===== src/inc/wdt_regs.svh =====
`ifndef WDT_REGS_SVH
`define WDT_REGS_SVH

// Register byte offsets
`define WDT_RELOAD_OFS    12'h000
`define WDT_COUNT_OFS     12'h004
`define WDT_CONTROL_OFS   12'h008
`define WDT_CLEAR_OFS     12'h00c
`define WDT_RAW_OFS       12'h010
`define WDT_MASKED_OFS    12'h014
`define WDT_LOCK_OFS      12'hc00

// Control fields
`define WDT_CTRL_EN_BIT   0
`define WDT_CTRL_RES_BIT  1

// Reset values and key
`define WDT_RELOAD_RST    32'hffffffff
`define WDT_COUNT_RST     32'hffffffff
`define WDT_CONTROL_RST   2'h0
`define WDT_LOCKED_RST    1'b0
`define WDT_UNLOCK_KEY    32'h1acce551

`endif


===== src/inc/wdt_pkg.sv =====
`default_nettype none
package wdt_pkg;

    localparam int CNT_W = 32;

    typedef struct packed {
        logic [CNT_W-1:0] count;
        logic             raw;
        logic             req;
        logic             stopped;
        logic             en_d;
        logic             pend;
    } wdt_cnt_state_t;

    typedef struct packed {
        logic             cc_s1;
        logic             cc_s2;
        logic             cc_d;
        logic             ce_s1;
        logic             ce_s2;
        logic             rn_s1;
        logic             rn_s2;
        logic [CNT_W-1:0] reload;
        logic [1:0]       ctrl;
        logic             locked;
        logic [31:0]      prdata;
        logic             irq;
        logic             rstreq;
    } wdt_bus_state_t;

endpackage
`default_nettype wire


===== src/inc/wdt_cnt_if.sv =====
`default_nettype none
interface wdt_cnt_if;
    logic        tick;
    logic        cnt_rst;
    logic        enable;
    logic        res_en;
    logic        load;
    logic        clear;
    logic [31:0] reload;
    logic [31:0] count;
    logic        raw;
    logic        raw_nxt;
    logic        req_nxt;

    modport ctl (output tick, cnt_rst, enable, res_en, load, clear, reload,
                 input  count, raw, raw_nxt, req_nxt);
    modport cnt (input  tick, cnt_rst, enable, res_en, load, clear, reload,
                 output count, raw, raw_nxt, req_nxt);
endinterface
`default_nettype wire


===== src/design/wdt_counter.sv =====
`include "wdt_regs.svh"
`default_nettype none
module wdt_counter (
    // Clock and reset
    input  wire logic i_clk,
    input  wire logic i_rst,
    // Control side
    wdt_cnt_if.cnt    cif
);

    wdt_pkg::wdt_cnt_state_t s_reg;
    wdt_pkg::wdt_cnt_state_t s_next;
    logic                    rise;
    logic                    ev;

    always_comb begin
        s_next = s_reg;
        rise = cif.enable & ~s_reg.en_d;
        ev = 1'b0;
        s_next.en_d = cif.enable;
        if (rise) begin
            s_next.pend = 1'b1;
        end
        if (cif.tick && cif.enable && !s_reg.stopped) begin
            if (s_reg.pend || rise) begin
                s_next.count = cif.reload;
                s_next.pend = 1'b0;
            end else if (s_reg.count == '0) begin
                ev = 1'b1;
                s_next.count = cif.reload;
                s_next.raw = 1'b1;
                if (s_reg.raw && !cif.clear && cif.res_en) begin
                    s_next.req = 1'b1;
                    s_next.stopped = 1'b1;
                end
            end else begin
                s_next.count = s_reg.count - 32'h1;
            end
        end
        if (cif.load || cif.clear) begin
            s_next.count = cif.reload;
        end
        if (cif.clear && !ev) begin
            s_next.raw = 1'b0;
        end
        if (cif.cnt_rst) begin
            s_next = '0;
            s_next.count = `WDT_COUNT_RST;
        end
    end

    always_ff @(posedge i_clk or posedge i_rst) begin
        if (i_rst) begin
            s_reg <= '0;
            s_reg.count <= `WDT_COUNT_RST;
        end else begin
            s_reg <= s_next;
        end
    end

    assign cif.count = s_reg.count;
    assign cif.raw = s_reg.raw;
    assign cif.raw_nxt = s_next.raw;
    assign cif.req_nxt = s_next.req;

    timeout_raise_a: assert property (@(posedge i_clk) disable iff (i_rst)
        cif.tick && cif.enable && !s_reg.stopped && !s_reg.pend && !rise
            && s_reg.count == '0 && !cif.cnt_rst |=> s_reg.raw)
        else $error("timeout did not raise interrupt");

    stop_after_req_a: assert property (@(posedge i_clk) disable iff (i_rst)
        s_reg.stopped && !cif.load && !cif.clear && !cif.cnt_rst
            |=> $stable(s_reg.count))
        else $error("counter moved after reset request");

endmodule
`default_nettype wire


===== src/design/wdt_top.sv =====
`include "wdt_regs.svh"
`default_nettype none
module wdt_top (
    // Clock and bus reset
    input  wire logic        i_clk,
    input  wire logic        i_rst,
    // Register port
    input  wire logic        i_psel,
    input  wire logic        i_penable,
    input  wire logic        i_pwrite,
    input  wire logic [11:2] i_paddr,
    input  wire logic [31:0] i_pwdata,
    output var  logic [31:0] o_prdata,
    // Counting clock pins
    input  wire logic        i_count_clock,
    input  wire logic        i_count_clock_enable,
    input  wire logic        i_count_domain_reset_n,
    // Event outputs
    output var  logic        o_timeout_irq,
    output var  logic        o_system_reset_request
);

    wdt_pkg::wdt_bus_state_t s_reg;
    wdt_pkg::wdt_bus_state_t s_next;
    logic                    wr_acc;
    logic                    rd_setup;
    logic                    wr_ok;
    logic [31:0]             rd_val;

    wdt_cnt_if cif ();

    function automatic logic hit(input logic [11:2] addr, input logic [11:0] ofs);
        hit = ({addr, 2'b00} == ofs);
    endfunction

    always_comb begin
        rd_val = 32'h0;
        if (hit(i_paddr, `WDT_RELOAD_OFS)) begin
            rd_val = s_reg.reload;
        end else if (hit(i_paddr, `WDT_COUNT_OFS)) begin
            rd_val = cif.count;
        end else if (hit(i_paddr, `WDT_CONTROL_OFS)) begin
            rd_val = {30'h0, s_reg.ctrl};
        end else if (hit(i_paddr, `WDT_RAW_OFS)) begin
            rd_val = {31'h0, cif.raw};
        end else if (hit(i_paddr, `WDT_MASKED_OFS)) begin
            rd_val = {31'h0, cif.raw & s_reg.ctrl[`WDT_CTRL_EN_BIT]};
        end else if (hit(i_paddr, `WDT_LOCK_OFS)) begin
            rd_val = {31'h0, s_reg.locked};
        end
    end

    always_comb begin
        s_next = s_reg;
        wr_acc = i_psel & i_penable & i_pwrite;
        rd_setup = i_psel & ~i_penable & ~i_pwrite;
        wr_ok = wr_acc & ~s_reg.locked;

        s_next.cc_s1 = i_count_clock;
        s_next.cc_s2 = s_reg.cc_s1;
        s_next.cc_d = s_reg.cc_s2;
        s_next.ce_s1 = i_count_clock_enable;
        s_next.ce_s2 = s_reg.ce_s1;
        s_next.rn_s1 = i_count_domain_reset_n;
        s_next.rn_s2 = s_reg.rn_s1;

        if (rd_setup) begin
            s_next.prdata = rd_val;
        end

        if (wr_acc && hit(i_paddr, `WDT_LOCK_OFS)) begin
            s_next.locked = (i_pwdata != `WDT_UNLOCK_KEY);
        end
        if (wr_ok && hit(i_paddr, `WDT_RELOAD_OFS)) begin
            s_next.reload = i_pwdata;
        end
        if (wr_ok && hit(i_paddr, `WDT_CONTROL_OFS)) begin
            s_next.ctrl = i_pwdata[1:0];
        end

        s_next.irq = cif.raw_nxt & s_next.ctrl[`WDT_CTRL_EN_BIT];
        s_next.rstreq = cif.req_nxt & s_next.ctrl[`WDT_CTRL_RES_BIT];
    end

    always_ff @(posedge i_clk or posedge i_rst) begin
        if (i_rst) begin
            s_reg <= '0;
            s_reg.reload <= `WDT_RELOAD_RST;
            s_reg.ctrl <= `WDT_CONTROL_RST;
            s_reg.locked <= `WDT_LOCKED_RST;
        end else begin
            s_reg <= s_next;
        end
    end

    assign cif.tick = s_reg.cc_s2 & ~s_reg.cc_d & s_reg.ce_s2;
    assign cif.cnt_rst = ~s_reg.rn_s2;
    assign cif.enable = s_reg.ctrl[`WDT_CTRL_EN_BIT];
    assign cif.res_en = s_reg.ctrl[`WDT_CTRL_RES_BIT];
    assign cif.load = wr_ok & hit(i_paddr, `WDT_RELOAD_OFS);
    assign cif.clear = wr_ok & hit(i_paddr, `WDT_CLEAR_OFS);
    assign cif.reload = s_next.reload;

    wdt_counter u_counter (
        .i_clk (i_clk),
        .i_rst (i_rst),
        .cif   (cif.cnt)
    );

    assign o_prdata = s_reg.prdata;
    assign o_timeout_irq = s_reg.irq;
    assign o_system_reset_request = s_reg.rstreq;

    irq_mask_a: assert property (@(posedge i_clk) disable iff (i_rst)
        o_timeout_irq == (cif.raw & s_reg.ctrl[`WDT_CTRL_EN_BIT]))
        else $error("interrupt output differs from masked status");

    reset_mask_a: assert property (@(posedge i_clk) disable iff (i_rst)
        !s_reg.ctrl[`WDT_CTRL_RES_BIT] |-> !o_system_reset_request)
        else $error("reset request while masked");

    lock_set_a: assert property (@(posedge i_clk) disable iff (i_rst)
        wr_acc && hit(i_paddr, `WDT_LOCK_OFS)
            |=> s_reg.locked == ($past(i_pwdata) != `WDT_UNLOCK_KEY))
        else $error("lock state not updated");

    lock_block_a: assert property (@(posedge i_clk) disable iff (i_rst)
        s_reg.locked && wr_acc && !hit(i_paddr, `WDT_LOCK_OFS)
            |=> $stable(s_reg.reload) && $stable(s_reg.ctrl))
        else $error("write passed while locked");

    lock_read_a: assert property (@(posedge i_clk) disable iff (i_rst)
        rd_setup && hit(i_paddr, `WDT_LOCK_OFS)
            |=> o_prdata == {31'h0, $past(s_reg.locked)})
        else $error("lock read wrong");

    unmapped_rd_a: assert property (@(posedge i_clk) disable iff (i_rst)
        rd_setup && ({i_paddr, 2'b00} > `WDT_MASKED_OFS)
            && !hit(i_paddr, `WDT_LOCK_OFS) |=> o_prdata == 32'h0)
        else $error("unmapped read not zero");

    clear_irq_a: assert property (@(posedge i_clk) disable iff (i_rst)
        cif.clear && !cif.tick |=> !o_timeout_irq)
        else $error("interrupt not cleared at once");

    load_now_a: assert property (@(posedge i_clk) disable iff (i_rst)
        cif.load && !cif.cnt_rst |=> cif.count == $past(i_pwdata))
        else $error("reload write did not reload counter");

    count_freeze_a: assert property (@(posedge i_clk) disable iff (i_rst)
        !cif.enable && !cif.load && !cif.clear && !cif.cnt_rst
            |=> $stable(cif.count))
        else $error("counter moved while disabled");

    idle_tick_a: assert property (@(posedge i_clk) disable iff (i_rst)
        !cif.tick && !cif.load && !cif.clear && !cif.cnt_rst
            |=> $stable(cif.count))
        else $error("counter moved without enabled edge");

    // Register writes: only an accepted, unlocked write moves reload or control; any accepted lock write moves the lock
    reload_write_a: assert property (@(posedge i_clk) disable iff (i_rst)
        wr_ok && hit(i_paddr, `WDT_RELOAD_OFS)
            |=> s_reg.reload == $past(i_pwdata))
        else $error("reload write not taken");

    reload_keep_a: assert property (@(posedge i_clk) disable iff (i_rst)
        !(wr_ok && hit(i_paddr, `WDT_RELOAD_OFS))
            |=> $stable(s_reg.reload))
        else $error("reload changed without write");

    ctrl_write_a: assert property (@(posedge i_clk) disable iff (i_rst)
        wr_ok && hit(i_paddr, `WDT_CONTROL_OFS)
            |=> {30'h0, s_reg.ctrl} == ($past(i_pwdata) & 32'h3))
        else $error("control write not taken");

    ctrl_keep_a: assert property (@(posedge i_clk) disable iff (i_rst)
        !(wr_ok && hit(i_paddr, `WDT_CONTROL_OFS))
            |=> $stable(s_reg.ctrl))
        else $error("control changed without write");

    lock_keep_a: assert property (@(posedge i_clk) disable iff (i_rst)
        !(wr_acc && hit(i_paddr, `WDT_LOCK_OFS))
            |=> $stable(s_reg.locked))
        else $error("lock changed without write");

    lock_no_load_a: assert property (@(posedge i_clk) disable iff (i_rst)
        s_reg.locked
            |-> !cif.load && !cif.clear)
        else $error("reload or clear passed while locked");

    // Read data is captured at the setup edge and stands from the next edge
    reload_read_a: assert property (@(posedge i_clk) disable iff (i_rst)
        rd_setup && hit(i_paddr, `WDT_RELOAD_OFS)
            |=> o_prdata == $past(s_reg.reload))
        else $error("reload read wrong");

    count_read_a: assert property (@(posedge i_clk) disable iff (i_rst)
        rd_setup && hit(i_paddr, `WDT_COUNT_OFS)
            |=> o_prdata == $past(cif.count))
        else $error("count read not live");

    ctrl_read_a: assert property (@(posedge i_clk) disable iff (i_rst)
        rd_setup && hit(i_paddr, `WDT_CONTROL_OFS)
            |=> o_prdata == {30'h0, $past(s_reg.ctrl)})
        else $error("control read wrong");

    raw_read_a: assert property (@(posedge i_clk) disable iff (i_rst)
        rd_setup && hit(i_paddr, `WDT_RAW_OFS)
            |=> o_prdata == {31'h0, $past(cif.raw)})
        else $error("raw status read wrong");

    masked_read_a: assert property (@(posedge i_clk) disable iff (i_rst)
        rd_setup && hit(i_paddr, `WDT_MASKED_OFS)
            |=> o_prdata == {31'h0, $past(o_timeout_irq)})
        else $error("masked status differs from interrupt pin");

    clear_read_a: assert property (@(posedge i_clk) disable iff (i_rst)
        rd_setup && hit(i_paddr, `WDT_CLEAR_OFS)
            |=> o_prdata == 32'h0)
        else $error("write-only location read not zero");

    // Interrupt and reset request rise only from an enabled counting edge or a control write that unmasks them
    clear_reload_a: assert property (@(posedge i_clk) disable iff (i_rst)
        cif.clear && !cif.cnt_rst
            |=> cif.count == $past(s_reg.reload))
        else $error("clear did not reload counter");

    clear_raw_a: assert property (@(posedge i_clk) disable iff (i_rst)
        cif.clear && !cif.tick
            |=> !cif.raw)
        else $error("clear did not drop raw status");

    load_keeps_raw_a: assert property (@(posedge i_clk) disable iff (i_rst)
        cif.load && cif.raw && !cif.cnt_rst
            |=> cif.raw)
        else $error("reload write dropped pending interrupt");

    raw_needs_tick_a: assert property (@(posedge i_clk) disable iff (i_rst)
        !cif.tick && !cif.raw
            |=> !cif.raw)
        else $error("raw status rose without counting edge");

    irq_needs_tick_a: assert property (@(posedge i_clk) disable iff (i_rst)
        !cif.tick && !(wr_ok && hit(i_paddr, `WDT_CONTROL_OFS))
            && !o_timeout_irq
            |=> !o_timeout_irq)
        else $error("interrupt rose without counting edge");

    irq_off_a: assert property (@(posedge i_clk) disable iff (i_rst)
        !s_reg.ctrl[`WDT_CTRL_EN_BIT]
            |-> !o_timeout_irq)
        else $error("interrupt while disabled");

    req_needs_tick_a: assert property (@(posedge i_clk) disable iff (i_rst)
        !cif.tick && !(wr_ok && hit(i_paddr, `WDT_CONTROL_OFS))
            && !o_system_reset_request
            |=> !o_system_reset_request)
        else $error("reset request rose without counting edge");

    req_sticky_a: assert property (@(posedge i_clk) disable iff (i_rst)
        o_system_reset_request && !cif.cnt_rst
            && !(wr_ok && hit(i_paddr, `WDT_CONTROL_OFS))
            |=> o_system_reset_request)
        else $error("reset request dropped on its own");

    // Counting domain: reset, pin sync and count steps
    cnt_rst_count_a: assert property (@(posedge i_clk) disable iff (i_rst)
        cif.cnt_rst
            |=> cif.count == `WDT_COUNT_RST && !cif.raw)
        else $error("counting reset left state behind");

    cnt_rst_out_a: assert property (@(posedge i_clk) disable iff (i_rst)
        cif.cnt_rst
            |=> !o_system_reset_request && !o_timeout_irq)
        else $error("outputs high after counting reset");

    count_rst_sync_a: assert property (@(posedge i_clk) disable iff (i_rst)
        !s_reg.rn_s1
            |=> cif.cnt_rst)
        else $error("counting reset lost in synchroniser");

    tick_once_a: assert property (@(posedge i_clk) disable iff (i_rst)
        cif.tick
            |=> !cif.tick)
        else $error("one counting edge seen twice");

    gate_tick_a: assert property (@(posedge i_clk) disable iff (i_rst)
        !s_reg.ce_s2
            |-> !cif.tick)
        else $error("counting edge passed while gated");

    zero_reload_a: assert property (@(posedge i_clk) disable iff (i_rst)
        cif.tick && cif.enable && cif.count == 32'h0
            && !cif.load && !cif.clear && !cif.cnt_rst
            |=> cif.count == $past(s_reg.reload))
        else $error("zero count not reloaded");

    count_step_a: assert property (@(posedge i_clk) disable iff (i_rst)
        cif.tick && cif.enable && cif.count != 32'h0
            && !cif.load && !cif.clear && !cif.cnt_rst
            |=> cif.count == $past(cif.count) - 32'h1 || cif.count == $past(s_reg.reload))
        else $error("counter step not one or reload");

endmodule
`default_nettype wire


===== config.mk =====
export PLATFORM = sky130hd
export DESIGN_NAME = wdt_top
export DESIGN_NICKNAME = d
export VERILOG_FILES = /design/src/inc/wdt_pkg.sv /design/src/inc/wdt_cnt_if.sv /design/src/design/wdt_counter.sv /design/src/design/wdt_top.sv
export VERILOG_INCLUDE_DIRS = /design/src /design/src/inc
export SDC_FILE = /design/constraint.sdc
export NUM_CORES = 1
export LEC_CHECK = 0
export BUFFER_PORTS_ARGS = -buffer_cell sky130_fd_sc_hd__buf_2
export CELL_PAD_IN_SITES_DETAIL_PLACEMENT = 0
export CELL_PAD_IN_SITES_GLOBAL_PLACEMENT = 1
export CORE_MARGIN = 3
export CORE_UTILIZATION = 25
export DETAILED_ROUTE_END_ITERATION = 10
export PLACE_DENSITY = 0.56
export SYNTH_ARGS = -nofsm -noshare
export SYNTH_HDL_FRONTEND = slang
export SYNTH_HIERARCHICAL = 1
export SYNTH_SLANG_ARGS = --single-unit

===== constraint.sdc =====
create_clock -name i_clk -period 3.04 [get_ports i_clk]
set_input_delay 0.608 -clock i_clk [delete_from_list [all_inputs] [get_ports i_clk]]
set_output_delay 0.608 -clock i_clk [all_outputs]
set_load 0.02 [all_outputs]

==> metrics.txt, run 1 <==
pin count of the biggest net entering global routing 43; Worst Hold Class input pin to async pin; most frequent cells in the layout buf_2, dfstp_2, nand2_1; worst slew pin tran 0.7495 ns; largest family of logic cells by synthesized area simple AND/OR/NAND/NOR gates; Num CTS Buffers 17; Hold Fails Final Rpt 0; FMAX 370.8 MHz; Avg Inst Size Synth 9.880 sq um; post-route minimum period 2.697 ns; total of max-cap violations 0; crit path launch type flop; Pins Over Slew Limit 0; post-synth cell types 66; DP HPWL 14280 microns; final WL 19550 microns; Worst VDD drop 0.4074 mV; Fin Setup TNS 0 ns; worst stage delay on the critical path 0.60 ns; Die Y-Extent 167.1 microns; synthesis-to-finish area growth 17.02%; final critical-path share of the clock period 88.71%; met2 WL post-DR 9469 microns; post-synthesis simple-gate area fraction 20.28%; Post-synth ARST share 100.0%; Adder-Cell Fraction of Synth Area 0.3855%; post-synthesis compound-gate area fraction 11.68%; XOR/XNOR share of the synthesized area 0.9445%; number of flops mapped to enable cells by yosys 0; DIE AREA 27930 sq um; vias in the first global route 5250; clk sink count 113; CP arrival 3.02 ns; CTS Hold Bufs 0; Post-Syn Area 6491 sq um; Nets 743; Worst-Skew Late Latency 0.42 ns; Initial Util 25.63%; CP Max Fanout 6; GR Overflow Total 0; first-pass GRT wire length 31020 microns; initial antenna violation count 1; Post-CTS Setup Inserts 0; die width 167.1 microns; Worst Clk Skew 0.01162 ns; Overall Power 3824 uW; post-synthesis register bit count 113; Syn. warnings 6; hold slack 0.2615 ns; Primary FF master, synth dfstp_2; Slew headroom 49.62%; cells after synthesis 657; Top Family by Delay on Critical Path simple AND/OR/NAND/NOR gates; num rows 58; uppermost routed layer met5; CTS Buffer Depth 2; H-tree lvl count 4; worst path bufs/invs 1; GPL Wtd Cong 0.8499; CTS root buf clkbuf_16; status complete, no violations; detail-routed via count per cell 4.907; CTS tree built; Vias 5074; max reg flops 36; Avg WL per Cell 18.90 microns; Detail Route Antenna Nets 0; CORE AREA 25330 sq um; Starting DRT DRC Count 359; first-pass detailed-route iteration total 4; Tot GR Track Use 14.19%; cell leakage power 0.003169 uW; # setup viols final 0; met3 routed WL 815 microns; worst slack, placed 0.1492 ns; cts repair resizes 0; worst setup margin 0.3432 ns; post-synthesis sequential area ratio 44.80%; Met1 Wirelength 8846 microns; # DRC 0; worst path required time 3.37 ns; worst path cell trace inv_1, ha_1, or3b_1, nor4_2, nand2_1, o311ai_1, a211oi_1, nor3_1; Synth Net Count 709; RSZ-0062 raised after global routing no; final core occ 29.99%; # diodes 0; power density over cell area 503.4 nW/um^2; PortBufs 83; kind of critical path flop to flop; IO Count 84; layout cells sized above 1 37.64%; CP endpoint kind flop; commonest non-fill, non-tap cell in the layout buf_2; Reg clk slew, reported paths 0.06 ns; slowest CP cell nor4_2; mux contribution to synthesized area 11.16%
-- through the flow --
| stage | instances | area (sq um) |
|---|---|---|
| 2_1_floorplan | 657 | 6491 |
| 3_3_place_gp | 1002 | 6968 |
| 3_5_place_dp | 1002 | 6968 |
| 4_1_cts | 1034 | 7596 |
| 5_1_grt | 1034 | 7596 |
| 6_report | 1034 | 7596 |
-- layer usage --
metal	vias up	global-route usage [%]
met5	-	0
met4	2	5.123
met3	28	3.376
met2	110	23.31
met1	2511	18.32
li1	2423	-
-- power by group --
group,switching (uW),internal (uW),leakage [uW]
clock,733,1390,0.000292
sequential,2.61,1520,0.00133
combinational,118,62.2,0.00155
total,854,2970,0.00317
-- worst register-to-register path, delay by kind of cell, from the launching register on --
| kind | cells | cell delay [ns] |
|---|---|---|
| fa+ha+maj | 1 | 0.18 |
| simple gates | 4 | 1.54 |
| compound gates | 2 | 0.39 |
| buf+inv | 1 | 0.09 |
| flops | 1 | 0.41 |
-- final timing paths --
path / startpoint / end / slack [ns] / cells after the start
min in group i_clk: i_count_clock_enable / s_next[71]$_DFF_PP0_ / 0.29 / 1
worst min-delay path: i_rst / s_next[71]$_DFF_PP0_ / 0.26 / 2
worst max-delay path: u_counter/cif.count[0]$_DFFE_PP1P_ / u_counter/cif.count[30]$_DFFE_PP1P_ / 0.34 / 8
max in group asynchronous: i_rst / s_reg[42]$_DFF_PP1_ / 2.04 / 3
worst min register to register: s_next[74]$_DFF_PP0_ / s_next[73]$_DFF_PP0_ / 0.35 / 0
worst max register to register: u_counter/cif.count[0]$_DFFE_PP1P_ / u_counter/cif.count[30]$_DFFE_PP1P_ / 0.34 / 8
-- area by class of cell --
cell class                      count  area, sq um
Clock buffer                       19        442.9
Clock inverter                     13        185.2
Fill cell                        2696        17730
Inverter                           17        65.06
Multi-Input combinational cell    426         2894
Sequential cell                   113         2908
Tap cell                          330        412.9
Timing Repair Buffer              116        688.2
-- Yosys cell counts (3+ instances only) --
master,n,area [sq um]
o21ai_0,30,150.1
nand3_1,11,55.05
mux2i_1,33,330.3
xor2_1,5,43.79
a21oi_1,19,95.09
nor3_1,39,195.2
o211ai_1,3,22.52
clkbuf_1,21,78.83
buf_1,4,15.01
inv_1,17,63.81
a31oi_1,17,106.4
or2_2,3,18.77
nor2_1,31,116.4
nor2b_1,4,25.02
dfrtp_1,49,1226
nor4b_1,6,52.55
nand3b_1,6,45.04
buf_2,9,45.04
and2_1,3,18.77
or4_4,4,45.04
a211oi_1,12,90.09
clkbuf_2,3,15.01
or3_1,6,37.54
nand4_1,12,75.07
nor4_1,26,162.7
mux2_2,35,394.1
o32ai_1,7,61.31
o21ai_1,8,40.04
buf_4,64,480.5
nand2_1,54,202.7
dfstp_2,64,1682
-- cells by family after synthesis --
| group | count (synthesis) |
|---|---|
| compound gates | 118 |
| xor+xnor | 7 |
| fa+ha+maj | 2 |
| buf+inv | 118 |
| flops | 113 |
| mux | 68 |
| simple gates | 231 |
(Power assumes the default switching activity.)
==> run 2: changes to the inputs <==
REMOVE_ABC_BUFFERS = 1   (was not set)
clock period = 3.05 ns   (was 3.04 ns; I/O delays follow)
==> run 2 against run 1 <==
Via count decreased by 0.79%; count of clock-buffer cells in the layout rose by 8; clock power increased by 2%; worst hold slack worse by 0.024 ns; die area unchanged; sequential share of layout area about the same; worst setup slack worse by 0.075 ns; sequential power about the same; largest cell class unchanged; highest routed layer is now met4.
==> metrics.txt, run 2 (synthesized netlist as in run 1, its figures left out) <==
CP endpoint kind flop (unchanged); CP arrival 3.12 ns (was 3.02 ns); synthesis-to-finish area growth 16.98% (was 17.02%); Detail Route Antenna Nets 0 (unchanged); RSZ-0062 raised after global routing no (unchanged); CTS Hold Bufs 0 (unchanged); final core occ 29.98% (was 29.99%); Hold Fails Final Rpt 0 (unchanged); # setup viols final 0 (unchanged); # diodes 0 (unchanged); CTS tree built (unchanged); post-route minimum period 2.781 ns (was 2.697 ns); worst slew pin tran 0.8688 ns (was 0.7495 ns); Post-CTS Setup Inserts 0 (unchanged); DIE AREA 27930 sq um (unchanged); cts repair resizes 0 (unchanged); net switching power 812.3 uW (was 853.7 uW); layout cells sized above 1 37.07% (was 37.64%); clk sink count 113 (unchanged); H-tree lvl count 4 (unchanged); CTS root buf clkbuf_16 (unchanged); commonest non-fill, non-tap cell in the layout buf_2 (unchanged); num rows 58 (unchanged); final WL 19550 microns (about the same); end point of the critical path u_counter/cif.count[30]$_DFFE_PP1P_ (unchanged); initial antenna violation count 0 (was 1); uppermost routed layer met4 (was met5); met3 routed WL 684 microns (was 815 microns); CP Max Fanout 20 (was 6); die width 167.1 microns (unchanged); GR Overflow Total 0 (unchanged); CTS Buffer Depth 2 (unchanged); met2 WL post-DR 9088 microns (was 9469 microns); worst setup margin 0.2685 ns (was 0.3432 ns); most frequent cells in the layout buf_2, dfstp_2, nand2_1 (unchanged); vias in the first global route 5164 (was 5250); PortBufs 83 (unchanged); switching part of the total power 21.04% (was 22.32%); Initial Util 25.63% (unchanged); Vias 5034 (was 5074); Worst Hold Class input pin to async pin (unchanged); FMAX 359.5 MHz (was 370.8 MHz); first-pass detailed-route iteration total 4 (unchanged); RR Endpoint u_counter/cif.count[30]$_DFFE_PP1P_ (unchanged); Slew headroom 41.94% (was 49.62%); total of max-cap violations 0 (unchanged); Nets 743 (unchanged); Fin Setup TNS 0 ns (unchanged); max reg flops 36 (unchanged); Starting DRT DRC Count 310 (was 359); kind of critical path flop to flop (unchanged); first-pass GRT wire length 30800 microns (was 31020 microns); pin count of the biggest net entering global routing 53 (was 43); cell leakage power 0.003182 uW (was 0.003169 uW); Num CTS Buffers 17 (unchanged); reg2reg setup slack 0.27 ns (was 0.34 ns); Overall Power 3862 uW (was 3824 uW); worst slack, placed 0.08853 ns (was 0.1492 ns); clock network power share 56.2% (was 55.5%); Comb pwr share 4.6% (was 4.7%); status complete, no violations (unchanged); Met1 Wirelength 9442 microns (was 8846 microns); GPL Wtd Cong 0.8746 (was 0.8499); detail-routed via count per cell 4.868 (was 4.907); power density over cell area 508.6 nW/um^2 (was 503.4 nW/um^2); crit path launch type flop (unchanged); Die Y-Extent 167.1 microns (unchanged); final critical-path share of the clock period 91.20% (was 88.71%); Tot GR Track Use 14.04% (was 14.19%); Avg WL per Cell 18.91 microns (was 18.90 microns); CORE AREA 25330 sq um (unchanged); Reg clk slew, reported paths 0.06 ns (about the same); Reg power frac 39.2% (was 39.7%); Worst Clk Skew 0.01274 ns (was 0.01162 ns); Critical R2R Launch u_counter/cif.count[0]$_DFFE_PP1P_ (unchanged); worst path required time 3.38 ns (was 3.37 ns); Worst VDD drop 0.3354 mV (was 0.4074 mV); internal power 3049 uW (was 2970 uW); Worst-Skew Late Latency 0.42 ns (about the same); Pins Over Slew Limit 0 (unchanged); IO Count 84 (unchanged); DP HPWL 14080 microns (was 14280 microns); hold slack 0.2377 ns (was 0.2615 ns); reg2reg path depth 9 (was 8); # DRC 0 (unchanged); Setup crit start u_counter/cif.count[0]$_DFFE_PP1P_ (unchanged)
-- run 2: cell types whose count changed in the layout (fill, tap and decap cells not counted), sizes merged --
cell,delta
clkbuf,+8
inv,-1
clkinvlp,-5
clkinv,-2
-- run 2: area by class of cell --
class / count / area (sq um)
Multi-Input combinational cell: 426 / 2894
Sequential cell: 113 / 2908
Fill cell: 2664 / 17730
Inverter: 17 / 65.06
Timing Repair Buffer: 116 / 675.6
Tap cell: 330 / 412.9
Clock buffer: 27 / 513.0
Clock inverter: 5 / 125.1
-- run 2: how the worst min path moves through the flow --
stage	startpoint	end	slack [ns]	depth (start not counted)
2_1_floorplan	s_next[74]$_DFF_PP0_	s_next[73]$_DFF_PP0_	0.33	0
3_3_place_gp	s_next[74]$_DFF_PP0_	s_next[73]$_DFF_PP0_	0.33	0
3_5_place_dp	s_next[71]$_DFF_PP0_	s_reg[71]$_DFF_PP0_	0.34	0
4_1_cts	i_rst	o_prdata[24]$_DFFE_PP0P_	0.24	2
5_1_grt	i_rst	o_prdata[28]$_DFFE_PP0P_	0.28	2
6_report	i_rst	o_prdata[28]$_DFFE_PP0P_	0.24	2
-- run 2: critical path, cell delays in order, from the launching register on --
cell	delay, ns
dfstp_2	0.58
inv_1	0.07
ha_1	0.25
nor4b_1	0.16
and4_1	0.20
a31oi_2	0.55
buf_4	0.38
o311ai_1	0.15
a211oi_1	0.26
nor3_1	0.09
-- run 2: per-stage QoR --
| stage | cells | area [sq um] |
|---|---|---|
| after floorplan | 556 | 5857 |
| after global placement | 1002 | 6955 |
| after detailed placement | 1002 | 6955 |
| after CTS | 1034 | 7594 |
| after global routing | 1034 | 7594 |
| final | 1034 | 7594 |
-- run 2: routing by layer --
layer | global-route usage (%) | vias up
met3 | 3.140 | 23
met2 | 22.32 | 88
li1 | - | 2430
met4 | 4.731 | 0
met5 | 0 | -
met1 | 19.00 | 2493
-- run 2: power by group through the flow --
stage               combinational, uW  clock (uW)  sequential (uW)
floorplan                        73.0           0             1540
global placement                  183           0             1540
detailed placement                183           0             1540
CTS                               183        2230             1510
global route                      198        2290             1510
finish                            177        2170             1520
